## src/inc/ipc_pkg.sv

```systemverilog
/*
 * Shared constants and types for the idle power command handler: register
 * byte offsets, taskfile command codes, the unload signature, status and
 * error bit positions, standby timeout figures and the timing base.
 * Assumes a 50 MHz APB clock and 32-bit APB data.
 */
package ipc_pkg;

    // ************************************************************
    // Timing base
    // ************************************************************
    localparam int unsigned CLK_PERIOD_NS = 20;
    localparam int unsigned SECOND_NS     = 1000000000;
    localparam int unsigned SEC_CYCLES    = SECOND_NS / CLK_PERIOD_NS;
    localparam int unsigned TICK_W        = 26;

    // ************************************************************
    // Register byte offsets
    // ************************************************************
    localparam logic [7:0] OFF_FEATURE  = 8'h00;
    localparam logic [7:0] OFF_SECCNT   = 8'h04;
    localparam logic [7:0] OFF_LBA_LOW  = 8'h08;
    localparam logic [7:0] OFF_LBA_MID  = 8'h0c;
    localparam logic [7:0] OFF_LBA_HIGH = 8'h10;
    localparam logic [7:0] OFF_COMMAND  = 8'h14;
    localparam logic [7:0] OFF_STATUS   = 8'h18;
    localparam logic [7:0] OFF_ERROR    = 8'h1c;
    localparam logic [7:0] OFF_POWER    = 8'h20;
    localparam logic [7:0] OFF_TIMEOUT  = 8'h24;
    localparam logic [7:0] OFF_INT_STAT = 8'h28;
    localparam logic [7:0] OFF_INT_CLR  = 8'h2c;
    localparam logic [7:0] OFF_INT_EN   = 8'h30;

    // ************************************************************
    // Command codes and unload signature
    // ************************************************************
    localparam logic [7:0] CMD_IDLE       = 8'he3;
    localparam logic [7:0] CMD_IDLE_ALT   = 8'h97;
    localparam logic [7:0] CMD_IDLE_IMM   = 8'he1;
    localparam logic [7:0] CMD_IMM_ALT    = 8'h95;
    localparam logic [7:0] UNL_FEATURE    = 8'h44;
    localparam logic [7:0] UNL_SECCNT     = 8'h00;
    localparam logic [7:0] UNL_LBA_LOW    = 8'h4c;
    localparam logic [7:0] UNL_LBA_MID    = 8'h4e;
    localparam logic [7:0] UNL_LBA_HIGH   = 8'h55;
    localparam logic [7:0] UNL_RESULT_LOW = 8'hc4;
    localparam logic [7:0] TF_RESET       = 8'h00;

    // ************************************************************
    // Status, error and interrupt bit positions
    // ************************************************************
    localparam int unsigned ST_BSY  = 7;
    localparam int unsigned ST_RDY  = 6;
    localparam int unsigned ST_DSC  = 4;
    localparam int unsigned ST_ERR  = 0;
    localparam int unsigned ER_ABT  = 2;
    localparam int unsigned IRQ_W   = 3;
    localparam int unsigned EV_DONE = 0;
    localparam int unsigned EV_ABRT = 1;
    localparam int unsigned EV_STBY = 2;

    // ************************************************************
    // Standby timeout codes and figures, in seconds
    // ************************************************************
    localparam logic [7:0]  TO_OFF        = 8'd0;
    localparam logic [7:0]  TO_LIN_MAX    = 8'd240;
    localparam logic [7:0]  TO_HALF_MAX   = 8'd251;
    localparam logic [7:0]  TO_21M        = 8'd252;
    localparam logic [7:0]  TO_8H         = 8'd253;
    localparam logic [7:0]  TO_RSVD       = 8'd254;
    localparam logic [14:0] TO_UNIT_SEC   = 15'd5;
    localparam logic [14:0] TO_HALF_SEC   = 15'd1800;
    localparam logic [14:0] TO_21M_SEC    = 15'd1260;
    localparam logic [14:0] TO_8H_SEC     = 15'd28800;
    localparam logic [14:0] TO_21M15S_SEC = 15'd1275;
    localparam int unsigned SEC_W         = 15;

    // ************************************************************
    // Types
    // ************************************************************
    typedef enum logic {
        PM_STANDBY,
        PM_IDLE
    } ipc_pm_t;

    typedef enum logic {
        EX_READY,
        EX_SPIN
    } ipc_ex_t;

endpackage : ipc_pkg

```

## src/ipc_top.sv

```systemverilog
/*
 * Idle power command handler: an APB slave holding a taskfile shadow that
 * executes the idle and idle immediate commands (with the unload variant),
 * keeps the automatic standby timer and raises a level interrupt.
 * Assumes all inputs are synchronous to pclk and that the spindle and cache
 * logic outside answer through spindle_at_speed and write_active.
 */
// Notes on behaviour
// - Idle codes E3h and 97h act alike
// - Standby plus idle: enter idle, load timer
// - Already idle: stay in present idle mode
// - Spin up on entry, skip if rotating
// - Idle keeps spindle on, commands served at once
// - Timeout zero disables auto standby
// - Codes 1-240 times five; 241-251 half hours
// - 252, 253, 255 fixed; 254 reserved
// - Interval elapsed without access: enter standby
// - Host access reloads full interval
// - Immediate codes E1h and 95h enter idle
// - Idle immediate keeps stored timeout
// - Unload signature; return C4h in LBA low
// - Unload parks heads at once
// - Unload aborts read look-ahead
// - Writing during unload: suspend flush, keep cache
// - Resets or other command resume flushing
`timescale 1ns/1ps
`default_nettype none

module ipc_top #(
    parameter int unsigned TICK_CYCLES = ipc_pkg::SEC_CYCLES
) (
    input  wire logic        pclk,
    input  wire logic        presetn,
    input  wire logic        psel,
    input  wire logic        penable,
    input  wire logic        pwrite,
    input  wire logic [7:0]  paddr,
    input  wire logic [31:0] pwdata,
    output logic      [31:0] prdata,
    output logic             pready,
    output logic             pslverr,
    input  wire logic        spindle_at_speed,
    input  wire logic        write_active,
    input  wire logic        host_access,
    input  wire logic        ata_soft_reset,
    input  wire logic        ata_hard_reset,
    output logic             spindle_on,
    output logic             spin_up_start,
    output logic             head_unload,
    output logic             lookahead_abort,
    output logic             flush_suspend,
    output logic             standby_mode,
    output logic             cmd_forward,
    output logic             irq
);

    // ************************************************************
    // Timeout decode
    // ************************************************************
    function automatic logic [ipc_pkg::SEC_W-1:0] timeout_secs(input logic [7:0] code);
        logic [ipc_pkg::SEC_W-1:0] c;
        c = {7'h00, code};
        if (code <= ipc_pkg::TO_LIN_MAX) begin
            timeout_secs = ipc_pkg::SEC_W'(c * ipc_pkg::TO_UNIT_SEC);
        end else if (code <= ipc_pkg::TO_HALF_MAX) begin
            timeout_secs = ipc_pkg::SEC_W'((c - {7'h00, ipc_pkg::TO_LIN_MAX})
                                           * ipc_pkg::TO_HALF_SEC);
        end else if (code == ipc_pkg::TO_21M) begin
            timeout_secs = ipc_pkg::TO_21M_SEC;
        end else if (code == ipc_pkg::TO_8H) begin
            timeout_secs = ipc_pkg::TO_8H_SEC;
        end else begin
            timeout_secs = ipc_pkg::TO_21M15S_SEC;
        end
    endfunction : timeout_secs

    // ************************************************************
    // Declarations
    // ************************************************************
    logic [7:0]                feature_reg;
    logic [7:0]                seccnt_reg;
    logic [7:0]                lba_low_reg;
    logic [7:0]                lba_mid_reg;
    logic [7:0]                lba_high_reg;
    logic [7:0]                command_reg;
    logic                      err_reg;
    logic                      abt_reg;
    logic [7:0]                timeout_code_reg;
    logic                      timer_en_reg;
    logic [ipc_pkg::SEC_W-1:0] interval_reg;
    logic [ipc_pkg::SEC_W-1:0] remain_reg;
    logic [ipc_pkg::TICK_W-1:0] tick_cnt_reg;
    logic [ipc_pkg::IRQ_W-1:0] int_stat_reg;
    logic [ipc_pkg::IRQ_W-1:0] int_en_reg;
    ipc_pkg::ipc_pm_t          pm_reg;
    ipc_pkg::ipc_ex_t          ex_reg;
    logic                      wr_acc;
    logic                      rd_setup;
    logic                      cmd_wr;
    logic [7:0]                cmd_code;
    logic                      is_idle;
    logic                      is_imm;
    logic                      is_unload;
    logic                      cmd_abort;
    logic                      cmd_enter;
    logic                      need_spin;
    logic                      spin_done;
    logic                      sec_tick;
    logic                      access;
    logic                      expire;
    logic [ipc_pkg::IRQ_W-1:0] events;
    logic [7:0]                status_val;
    logic [7:0]                error_val;
    logic                      addr_ok;
    logic [31:0]               rdata_next;

    // ************************************************************
    // APB handshake
    // ************************************************************
    assign pready   = 1'b1;
    assign wr_acc   = psel & penable & pwrite;
    assign rd_setup = psel & ~penable & ~pwrite;

    always_comb begin
        addr_ok    = 1'b1;
        rdata_next = 32'h0000_0000;
        if (paddr == ipc_pkg::OFF_FEATURE) begin
            rdata_next = {24'h00_0000, feature_reg};
        end else if (paddr == ipc_pkg::OFF_SECCNT) begin
            rdata_next = {24'h00_0000, seccnt_reg};
        end else if (paddr == ipc_pkg::OFF_LBA_LOW) begin
            rdata_next = {24'h00_0000, lba_low_reg};
        end else if (paddr == ipc_pkg::OFF_LBA_MID) begin
            rdata_next = {24'h00_0000, lba_mid_reg};
        end else if (paddr == ipc_pkg::OFF_LBA_HIGH) begin
            rdata_next = {24'h00_0000, lba_high_reg};
        end else if (paddr == ipc_pkg::OFF_COMMAND) begin
            rdata_next = {24'h00_0000, command_reg};
        end else if (paddr == ipc_pkg::OFF_STATUS) begin
            rdata_next = {24'h00_0000, status_val};
        end else if (paddr == ipc_pkg::OFF_ERROR) begin
            rdata_next = {24'h00_0000, error_val};
        end else if (paddr == ipc_pkg::OFF_POWER) begin
            rdata_next = {26'h000_0000, cmd_forward, flush_suspend, head_unload,
                          spindle_on, ex_reg == ipc_pkg::EX_SPIN, pm_reg == ipc_pkg::PM_IDLE};
        end else if (paddr == ipc_pkg::OFF_TIMEOUT) begin
            rdata_next = {timer_en_reg, remain_reg, 8'h00, timeout_code_reg};
        end else if (paddr == ipc_pkg::OFF_INT_STAT) begin
            rdata_next = {29'h0000_0000, int_stat_reg};
        end else if (paddr == ipc_pkg::OFF_INT_CLR) begin
            rdata_next = 32'h0000_0000;
        end else if (paddr == ipc_pkg::OFF_INT_EN) begin
            rdata_next = {29'h0000_0000, int_en_reg};
        end else begin
            addr_ok = 1'b0;
        end
    end

    // Read data is captured in the setup phase so it comes from a flop.
    always_ff @(posedge pclk or negedge presetn) begin
        if (!presetn) begin
            prdata <= 32'h0000_0000;
        end else if (rd_setup) begin
            prdata <= rdata_next;
        end
    end

    assign pslverr = psel & penable & ~addr_ok;

    // ************************************************************
    // Taskfile shadow
    // ************************************************************
    always_ff @(posedge pclk or negedge presetn) begin
        if (!presetn) begin
            feature_reg  <= ipc_pkg::TF_RESET;
            seccnt_reg   <= ipc_pkg::TF_RESET;
            lba_low_reg  <= ipc_pkg::TF_RESET;
            lba_mid_reg  <= ipc_pkg::TF_RESET;
            lba_high_reg <= ipc_pkg::TF_RESET;
            command_reg  <= ipc_pkg::TF_RESET;
        end else begin
            if (wr_acc && paddr == ipc_pkg::OFF_FEATURE) begin
                feature_reg <= pwdata[7:0];
            end
            if (wr_acc && paddr == ipc_pkg::OFF_SECCNT) begin
                seccnt_reg <= pwdata[7:0];
            end
            if (cmd_enter && is_unload) begin
                lba_low_reg <= ipc_pkg::UNL_RESULT_LOW;
            end else if (wr_acc && paddr == ipc_pkg::OFF_LBA_LOW) begin
                lba_low_reg <= pwdata[7:0];
            end
            if (wr_acc && paddr == ipc_pkg::OFF_LBA_MID) begin
                lba_mid_reg <= pwdata[7:0];
            end
            if (wr_acc && paddr == ipc_pkg::OFF_LBA_HIGH) begin
                lba_high_reg <= pwdata[7:0];
            end
            if (cmd_wr) begin
                command_reg <= pwdata[7:0];
            end
        end
    end

    // ************************************************************
    // Command decode
    // ************************************************************
    assign cmd_wr    = wr_acc && paddr == ipc_pkg::OFF_COMMAND;
    assign cmd_code  = pwdata[7:0];
    assign is_idle   = cmd_wr && (cmd_code == ipc_pkg::CMD_IDLE
                                  || cmd_code == ipc_pkg::CMD_IDLE_ALT);
    assign is_imm    = cmd_wr && (cmd_code == ipc_pkg::CMD_IDLE_IMM
                                  || cmd_code == ipc_pkg::CMD_IMM_ALT);
    assign is_unload = is_imm && feature_reg == ipc_pkg::UNL_FEATURE
                       && seccnt_reg == ipc_pkg::UNL_SECCNT
                       && lba_low_reg == ipc_pkg::UNL_LBA_LOW
                       && lba_mid_reg == ipc_pkg::UNL_LBA_MID
                       && lba_high_reg == ipc_pkg::UNL_LBA_HIGH;
    // An idle or idle immediate command landing during spin-up, or an idle command with a reserved timeout, cannot run.
    assign cmd_abort = (is_idle || is_imm)
                       && (ex_reg == ipc_pkg::EX_SPIN
                           || (is_idle && seccnt_reg == ipc_pkg::TO_RSVD));
    assign cmd_enter = (is_idle || is_imm) && !cmd_abort;
    assign need_spin = cmd_enter && !spindle_at_speed;
    assign spin_done = ex_reg == ipc_pkg::EX_SPIN && spindle_at_speed;

    // ************************************************************
    // Execution and power mode
    // ************************************************************
    always_ff @(posedge pclk or negedge presetn) begin
        if (!presetn) begin
            ex_reg <= ipc_pkg::EX_READY;
        end else begin
            case (ex_reg)
                ipc_pkg::EX_READY: begin
                    if (need_spin) begin
                        ex_reg <= ipc_pkg::EX_SPIN;
                    end
                end
                ipc_pkg::EX_SPIN: begin
                    if (spindle_at_speed) begin
                        ex_reg <= ipc_pkg::EX_READY;
                    end
                end
                default: ex_reg <= ipc_pkg::EX_READY;
            endcase
        end
    end

    always_ff @(posedge pclk or negedge presetn) begin
        if (!presetn) begin
            pm_reg     <= ipc_pkg::PM_STANDBY;
            spindle_on <= 1'b0;
        end else if (cmd_enter) begin
            pm_reg     <= ipc_pkg::PM_IDLE;
            spindle_on <= 1'b1;
        end else if (expire) begin
            pm_reg     <= ipc_pkg::PM_STANDBY;
            spindle_on <= 1'b0;
        end
    end

    assign standby_mode = pm_reg == ipc_pkg::PM_STANDBY;

    always_ff @(posedge pclk or negedge presetn) begin
        if (!presetn) begin
            spin_up_start   <= 1'b0;
            head_unload     <= 1'b0;
            lookahead_abort <= 1'b0;
            cmd_forward     <= 1'b0;
        end else begin
            spin_up_start   <= need_spin;
            head_unload     <= cmd_enter && is_unload;
            lookahead_abort <= cmd_enter && is_unload;
            cmd_forward     <= cmd_wr && !is_idle && !is_imm;
        end
    end

    always_ff @(posedge pclk or negedge presetn) begin
        if (!presetn) begin
            flush_suspend <= 1'b0;
        end else if (cmd_enter && is_unload) begin
            flush_suspend <= flush_suspend | write_active;
        end else if (ata_soft_reset || ata_hard_reset || cmd_wr) begin
            flush_suspend <= 1'b0;
        end
    end

    always_ff @(posedge pclk or negedge presetn) begin
        if (!presetn) begin
            err_reg <= 1'b0;
            abt_reg <= 1'b0;
        end else if (cmd_abort) begin
            err_reg <= 1'b1;
            abt_reg <= 1'b1;
        end else if (cmd_wr || ata_soft_reset || ata_hard_reset) begin
            err_reg <= 1'b0;
            abt_reg <= 1'b0;
        end
    end

    always_comb begin
        status_val                  = 8'h00;
        status_val[ipc_pkg::ST_BSY] = ex_reg == ipc_pkg::EX_SPIN;
        status_val[ipc_pkg::ST_RDY] = ex_reg == ipc_pkg::EX_READY;
        status_val[ipc_pkg::ST_DSC] = ex_reg == ipc_pkg::EX_READY;
        status_val[ipc_pkg::ST_ERR] = err_reg;
        error_val                   = 8'h00;
        error_val[ipc_pkg::ER_ABT]  = abt_reg;
    end

    // ************************************************************
    // Standby timer
    // ************************************************************
    // Any host access restarts the second prescaler too, so the reloaded
    // interval is never short by a partial second.
    assign access   = cmd_wr || host_access;
    assign sec_tick = tick_cnt_reg == ipc_pkg::TICK_W'(TICK_CYCLES - 1);
    assign expire   = pm_reg == ipc_pkg::PM_IDLE && ex_reg == ipc_pkg::EX_READY
                      && timer_en_reg && sec_tick && !access
                      && remain_reg == ipc_pkg::SEC_W'(1);

    always_ff @(posedge pclk or negedge presetn) begin
        if (!presetn) begin
            tick_cnt_reg <= '0;
        end else if (access || sec_tick) begin
            tick_cnt_reg <= '0;
        end else begin
            tick_cnt_reg <= tick_cnt_reg + ipc_pkg::TICK_W'(1);
        end
    end

    always_ff @(posedge pclk or negedge presetn) begin
        if (!presetn) begin
            timeout_code_reg <= ipc_pkg::TO_OFF;
            timer_en_reg     <= 1'b0;
            interval_reg     <= '0;
        end else if (cmd_enter && is_idle) begin
            timeout_code_reg <= seccnt_reg;
            timer_en_reg     <= seccnt_reg != ipc_pkg::TO_OFF;
            interval_reg     <= timeout_secs(seccnt_reg);
        end
    end

    always_ff @(posedge pclk or negedge presetn) begin
        if (!presetn) begin
            remain_reg <= '0;
        end else if (cmd_enter && is_idle) begin
            remain_reg <= timeout_secs(seccnt_reg);
        end else if (access) begin
            remain_reg <= interval_reg;
        end else if (pm_reg == ipc_pkg::PM_IDLE && timer_en_reg && sec_tick
                     && (remain_reg > ipc_pkg::SEC_W'(1)
                         || (remain_reg != '0 && ex_reg == ipc_pkg::EX_READY))) begin
            remain_reg <= remain_reg - ipc_pkg::SEC_W'(1);
        end
    end

    // ************************************************************
    // Interrupts
    // ************************************************************
    assign events[ipc_pkg::EV_DONE] = (cmd_enter && !need_spin) || spin_done;
    assign events[ipc_pkg::EV_ABRT] = cmd_abort;
    assign events[ipc_pkg::EV_STBY] = expire;

    // A hardware event in the same cycle as its clear keeps the bit set.
    always_ff @(posedge pclk or negedge presetn) begin
        if (!presetn) begin
            int_stat_reg <= '0;
        end else if (wr_acc && paddr == ipc_pkg::OFF_INT_CLR) begin
            int_stat_reg <= (int_stat_reg & ~pwdata[ipc_pkg::IRQ_W-1:0]) | events;
        end else begin
            int_stat_reg <= int_stat_reg | events;
        end
    end

    always_ff @(posedge pclk or negedge presetn) begin
        if (!presetn) begin
            int_en_reg <= '0;
        end else if (wr_acc && paddr == ipc_pkg::OFF_INT_EN) begin
            int_en_reg <= pwdata[ipc_pkg::IRQ_W-1:0];
        end
    end

    always_ff @(posedge pclk or negedge presetn) begin
        if (!presetn) begin
            irq <= 1'b0;
        end else begin
            irq <= |((int_stat_reg | events) & int_en_reg);
        end
    end

endmodule : ipc_top

`default_nettype wire

```

## config.mk

```make
export PLATFORM = sky130hd
export DESIGN_NAME = ipc_top
export DESIGN_NICKNAME = d
export VERILOG_FILES = /design/src/inc/ipc_pkg.sv /design/src/ipc_top.sv
export SDC_FILE = /design/constraint.sdc
export NUM_CORES = 1
export LEC_CHECK = 0
export ABC_AREA = 1
export ABC_CLOCK_PERIOD_IN_PS = 4300
export CORE_MARGIN = 2
export CORE_UTILIZATION = 30
export CTS_CLUSTER_SIZE = 25
export DETAILED_ROUTE_END_ITERATION = 12
export DONT_BUFFER_PORTS = 1
export HOLD_SLACK_MARGIN = 0.06
export SYNTH_ARGS = -nofsm -noshare
export SYNTH_HDL_FRONTEND = slang
export SYNTH_SLANG_ARGS = --single-unit
```

## constraint.sdc

```tcl
create_clock -name pclk -period 4.3 [get_ports pclk]
set_clock_uncertainty 0.15 [all_clocks]
set_input_delay 0.86 -clock pclk [delete_from_list [all_inputs] [get_ports pclk]]
set_output_delay 0.86 -clock pclk [all_outputs]
set_load 0.02 [all_outputs]
```

==> impl_results.rst <==
.. list-table::
   :header-rows: 1

   * - Metric
     - Value
   * - Number of hold-slack violations in the final timing report
     - 45
   * - Combinational power share
     - 6.9%
   * - Cell types with the largest area share after synthesis
     - sky130_fd_sc_hd__dfrtp_1, sky130_fd_sc_hd__nand2_1, sky130_fd_sc_hd__o21ai_0
   * - Post-synth design cell area
     - 9180 um^2
   * - Starting density of the core
     - 30.2%
   * - Area of the die
     - 32,000 um^2
   * - Ordered list of cells on the worst path
     - inv_1 -> fa_1 -> inv_1 -> ha_1 -> inv_1 -> fa_1 -> inv_1 -> ha_1 -> fa_1 -> nand2_1 -> nand2_1 -> a21oi_1 -> xnor2_1 -> nand2_1 -> nand3_1 -> nand2_1 -> nand3_1 -> nand2_1 -> inv_1
   * - Data arrival time of the critical path
     - 4020 ps
   * - Pre-CTS setup slack
     - 483 ps
   * - Required time reported for the critical path endpoint
     - 4490 ps
   * - Power per cell area
     - 325 nW/um^2
   * - Unrepaired setup endpoints after global routing
     - false
   * - Final wirelength
     - 24,300 um
   * - Net Switching
     - 841 uW
   * - First-iteration detailed-routing DRC count
     - 511
   * - Register bit count reported by yosys
     - 151
   * - Relative contribution of the clock network to total power
     - 48.6%
   * - Met3 track demand over resource in global routing
     - 2.54%
   * - Min-Delay Path Class
     - primary input to async pin
   * - CTS tree
     - done
   * - Antenna violation net count after detailed routing
     - 0
   * - Number of buffer and inverter stages on the critical path
     - 5
   * - Worst-case hold slack
     - -25.8 ps
   * - Row count
     - 64
   * - Post-CTS setup buffer count
     - 0
   * - Number of buffers on the longest clock path
     - 2
   * - Global-route met2 utilization
     - 26.2%
   * - Width of the die
     - 179 um
   * - Top-count cell post-synth
     - sky130_fd_sc_hd__nand2_1
   * - HPWL reported at the end of detailed placement
     - 17,800 um
   * - Proportion of register bits with asynchronous set or reset after synthesis
     - 100%
   * - Clock-pin slew reported for the worst setup and hold paths after clock tree synthesis
     - 70 ps
   * - Level count of the clock H-tree
     - 4
   * - Internal power contribution
     - 2470 uW
   * - Insertion delay to the later sink of the worst-skew pair
     - 440 ps
   * - Count of instances resized after the clock tree is built
     - 0
   * - Result of the run
     - finished with violations
   * - Clock root buffer
     - sky130_fd_sc_hd__clkbuf_16
   * - Area growth from synthesis to layout
     - 11.0%
   * - Share of layout cells above drive strength 1
     - 7.54%
   * - Top post-synthesis cells by count
     - sky130_fd_sc_hd__nand2_1, sky130_fd_sc_hd__dfrtp_1, sky130_fd_sc_hd__inv_1
   * - Via count of the first global-routing pass
     - 7,285
   * - Sort of element at the end of the critical path
     - flip-flop
   * - Synthesized instance count
     - 1,180
   * - Mean instance size in the synthesized netlist
     - 7.78 um^2
   * - Proportion of synthesized chip area in sequential cells
     - 41.2%
   * - Primary flip-flop cell chosen by synthesis mapping
     - sky130_fd_sc_hd__dfrtp_1
   * - Final-report max-slew violation count
     - 0
   * - Met1 track demand over resource in global routing
     - 19.9%
   * - Switching share of power
     - 25.4%
   * - Number of remaining DRC errors
     - 0
   * - Slowest cell on crit path
     - sky130_fd_sc_hd__fa_1
   * - Critical path startpoint category
     - flip-flop
   * - Layer with the highest usage after global routing
     - met2
   * - Overall Global Routing Usage
     - 15.5%
   * - Crit path max-delay family
     - adder cells
   * - Setup TNS Final
     - 0 ps
   * - Stage delay of the slowest cell on the critical path
     - 530 ps
   * - Die Y-Extent
     - 179 um
   * - Portion of total power attributed to sequential cells
     - 44.6%
   * - Router iterations before antenna repair
     - 4
   * - Final critical-path setup slack
     - 462 ps
   * - Routed wire length per instance
     - 15.3 um
   * - Post-DR vias/cell
     - 4.89
   * - Highest fanout seen on the critical path
     - 5
   * - Final core utilization
     - 33.6%
   * - I/O Buffers
     - 0
   * - Fraction of synthesized cell area taken by the top area cell type
     - 41.2%
   * - Violated checks
     - hold timing
   * - Vias
     - 7,782
   * - Final standard cell area without fillers
     - 10,200 um^2
   * - Global-route wire length before repair
     - 38,700 um
   * - Number of antenna cells inserted
     - 0
   * - Number of antenna violations at the first check in global routing
     - 0
   * - Residual overflow from global routing
     - 0
   * - LEAKAGE
     - 0.00493 uW
   * - Num Clock Sinks
     - 151
   * - Highest attainable clock frequency
     - 261 MHz
   * - Max-cap violations
     - 0
   * - Peak VDD IR
     - 0.262 mV
   * - Count of different cell masters after synthesis
     - 55
   * - Final #Nets
     - 1,279
   * - YS warnings
     - 0
   * - Final setup viols
     - 0
   * - Largest area contributor in the netlist
     - sky130_fd_sc_hd__dfrtp_1
   * - Count of boundary I/O pins
     - 92
   * - RePlAce Congestion
     - 0.898
   * - Type of the worst setup path
     - flip-flop to flip-flop
   * - Worst-margin pin slew
     - 1030 ps
   * - Post-layout min period
     - 3840 ps
   * - Flip-flop count of the largest register, all copies and words added
     - 26
   * - Pin count of the biggest net entering global routing
     - 152
   * - EDFF count, synth
     - 0
   * - Slew headroom
     - 31.3%
   * - TritonCTS Buffers
     - 17
   * - Area after detailed placement
     - 9570 um^2
   * - Tcrit/Tclk final
     - 89.3%
   * - Core Area
     - 30,300 um^2
power by group through the flow:
stage	sequential, uW	combinational (uW)	clock [uW]
2_1_floorplan	1500	185	0
5_1_grt	1480	262	1680
3_3_place_gp	1500	227	0
3_5_place_dp	1500	228	0
4_1_cts	1480	230	1630
6_report	1480	228	1610
layer usage:
layer  up-vias  share of wire, %
met2       163                49
li1       3838                 -
met1      3744                45
met3        37               4.1
met5         -                 0
met4         0               2.3
metrics by stage:
stage | power [uW] | instances
after CTS | 3340 | 1590
after global placement | 1730 | 1558
after global routing | 3420 | 1590
final | 3310 | 1590
after detailed placement | 1730 | 1558
after floorplan | 1680 | 1187
cells in the final DEF, fill, tap and decap left out, types with 6 or more instances in the layout:
cell type,instances
sky130_fd_sc_hd__xnor2_1,8
sky130_fd_sc_hd__ha_1,40
sky130_fd_sc_hd__inv_1,141
sky130_fd_sc_hd__nor2_2,6
sky130_fd_sc_hd__buf_4,11
sky130_fd_sc_hd__o31ai_1,16
sky130_fd_sc_hd__dfrtp_1,151
sky130_fd_sc_hd__xor2_1,18
sky130_fd_sc_hd__o21ai_0,113
sky130_fd_sc_hd__fa_1,8
sky130_fd_sc_hd__nand2_1,326
sky130_fd_sc_hd__nor3b_1,9
sky130_fd_sc_hd__o21ai_1,9
sky130_fd_sc_hd__clkbuf_16,17
sky130_fd_sc_hd__nor3_1,17
sky130_fd_sc_hd__nand4_1,28
sky130_fd_sc_hd__conb_1,9
sky130_fd_sc_hd__a21oi_1,39
sky130_fd_sc_hd__nor2_1,80
sky130_fd_sc_hd__or2_2,6
sky130_fd_sc_hd__nand3_1,50
sky130_fd_sc_hd__nor4_1,10
logic make-up after synthesis:
kind of cell             count (synthesis)  synth area share (%)
AND/OR/NAND/NOR                        562                  28.0
buffers and inverters                  187                  8.68
XOR/XNOR                                26                  2.48
AO/OA/AOI/OAI                          204                  12.4
other                                    2                0.0818
flip-flops                             151                  41.2
adder cells (fa/ha/maj)                 48                  7.20
worst paths after layout:
kind	start	to	slack [ps]	cells after the start
max	seccnt_reg[2]$_DFFE_PN0P_	remain_reg[14]$_DFFE_PN0P_	460	19
min reg2reg	tick_cnt_reg[0]$_DFF_PN0_	tick_cnt_reg[0]$_DFF_PN0_	310	1
min	presetn	prdata[22]$_DFFE_PN0P_	-30	0
max reg2reg	seccnt_reg[2]$_DFFE_PN0P_	remain_reg[14]$_DFFE_PN0P_	460	19
max in group asynchronous	presetn	prdata[4]$_DFFE_PN0P_	3740	0
min in group pclk	tick_cnt_reg[0]$_DFF_PN0_	tick_cnt_reg[0]$_DFF_PN0_	310	1
layout make-up:
cell class	count	area, um^2
Clock inverter	14	189
Inverter	151	578
Tap cell	396	495
Fill cell	3181	20200
Multi-Input combinational cell	849	4630
Timing Repair Buffer	11	82.6
Sequential cell	151	3780
Clock buffer	18	439
Power figures use the tool's default switching activity.
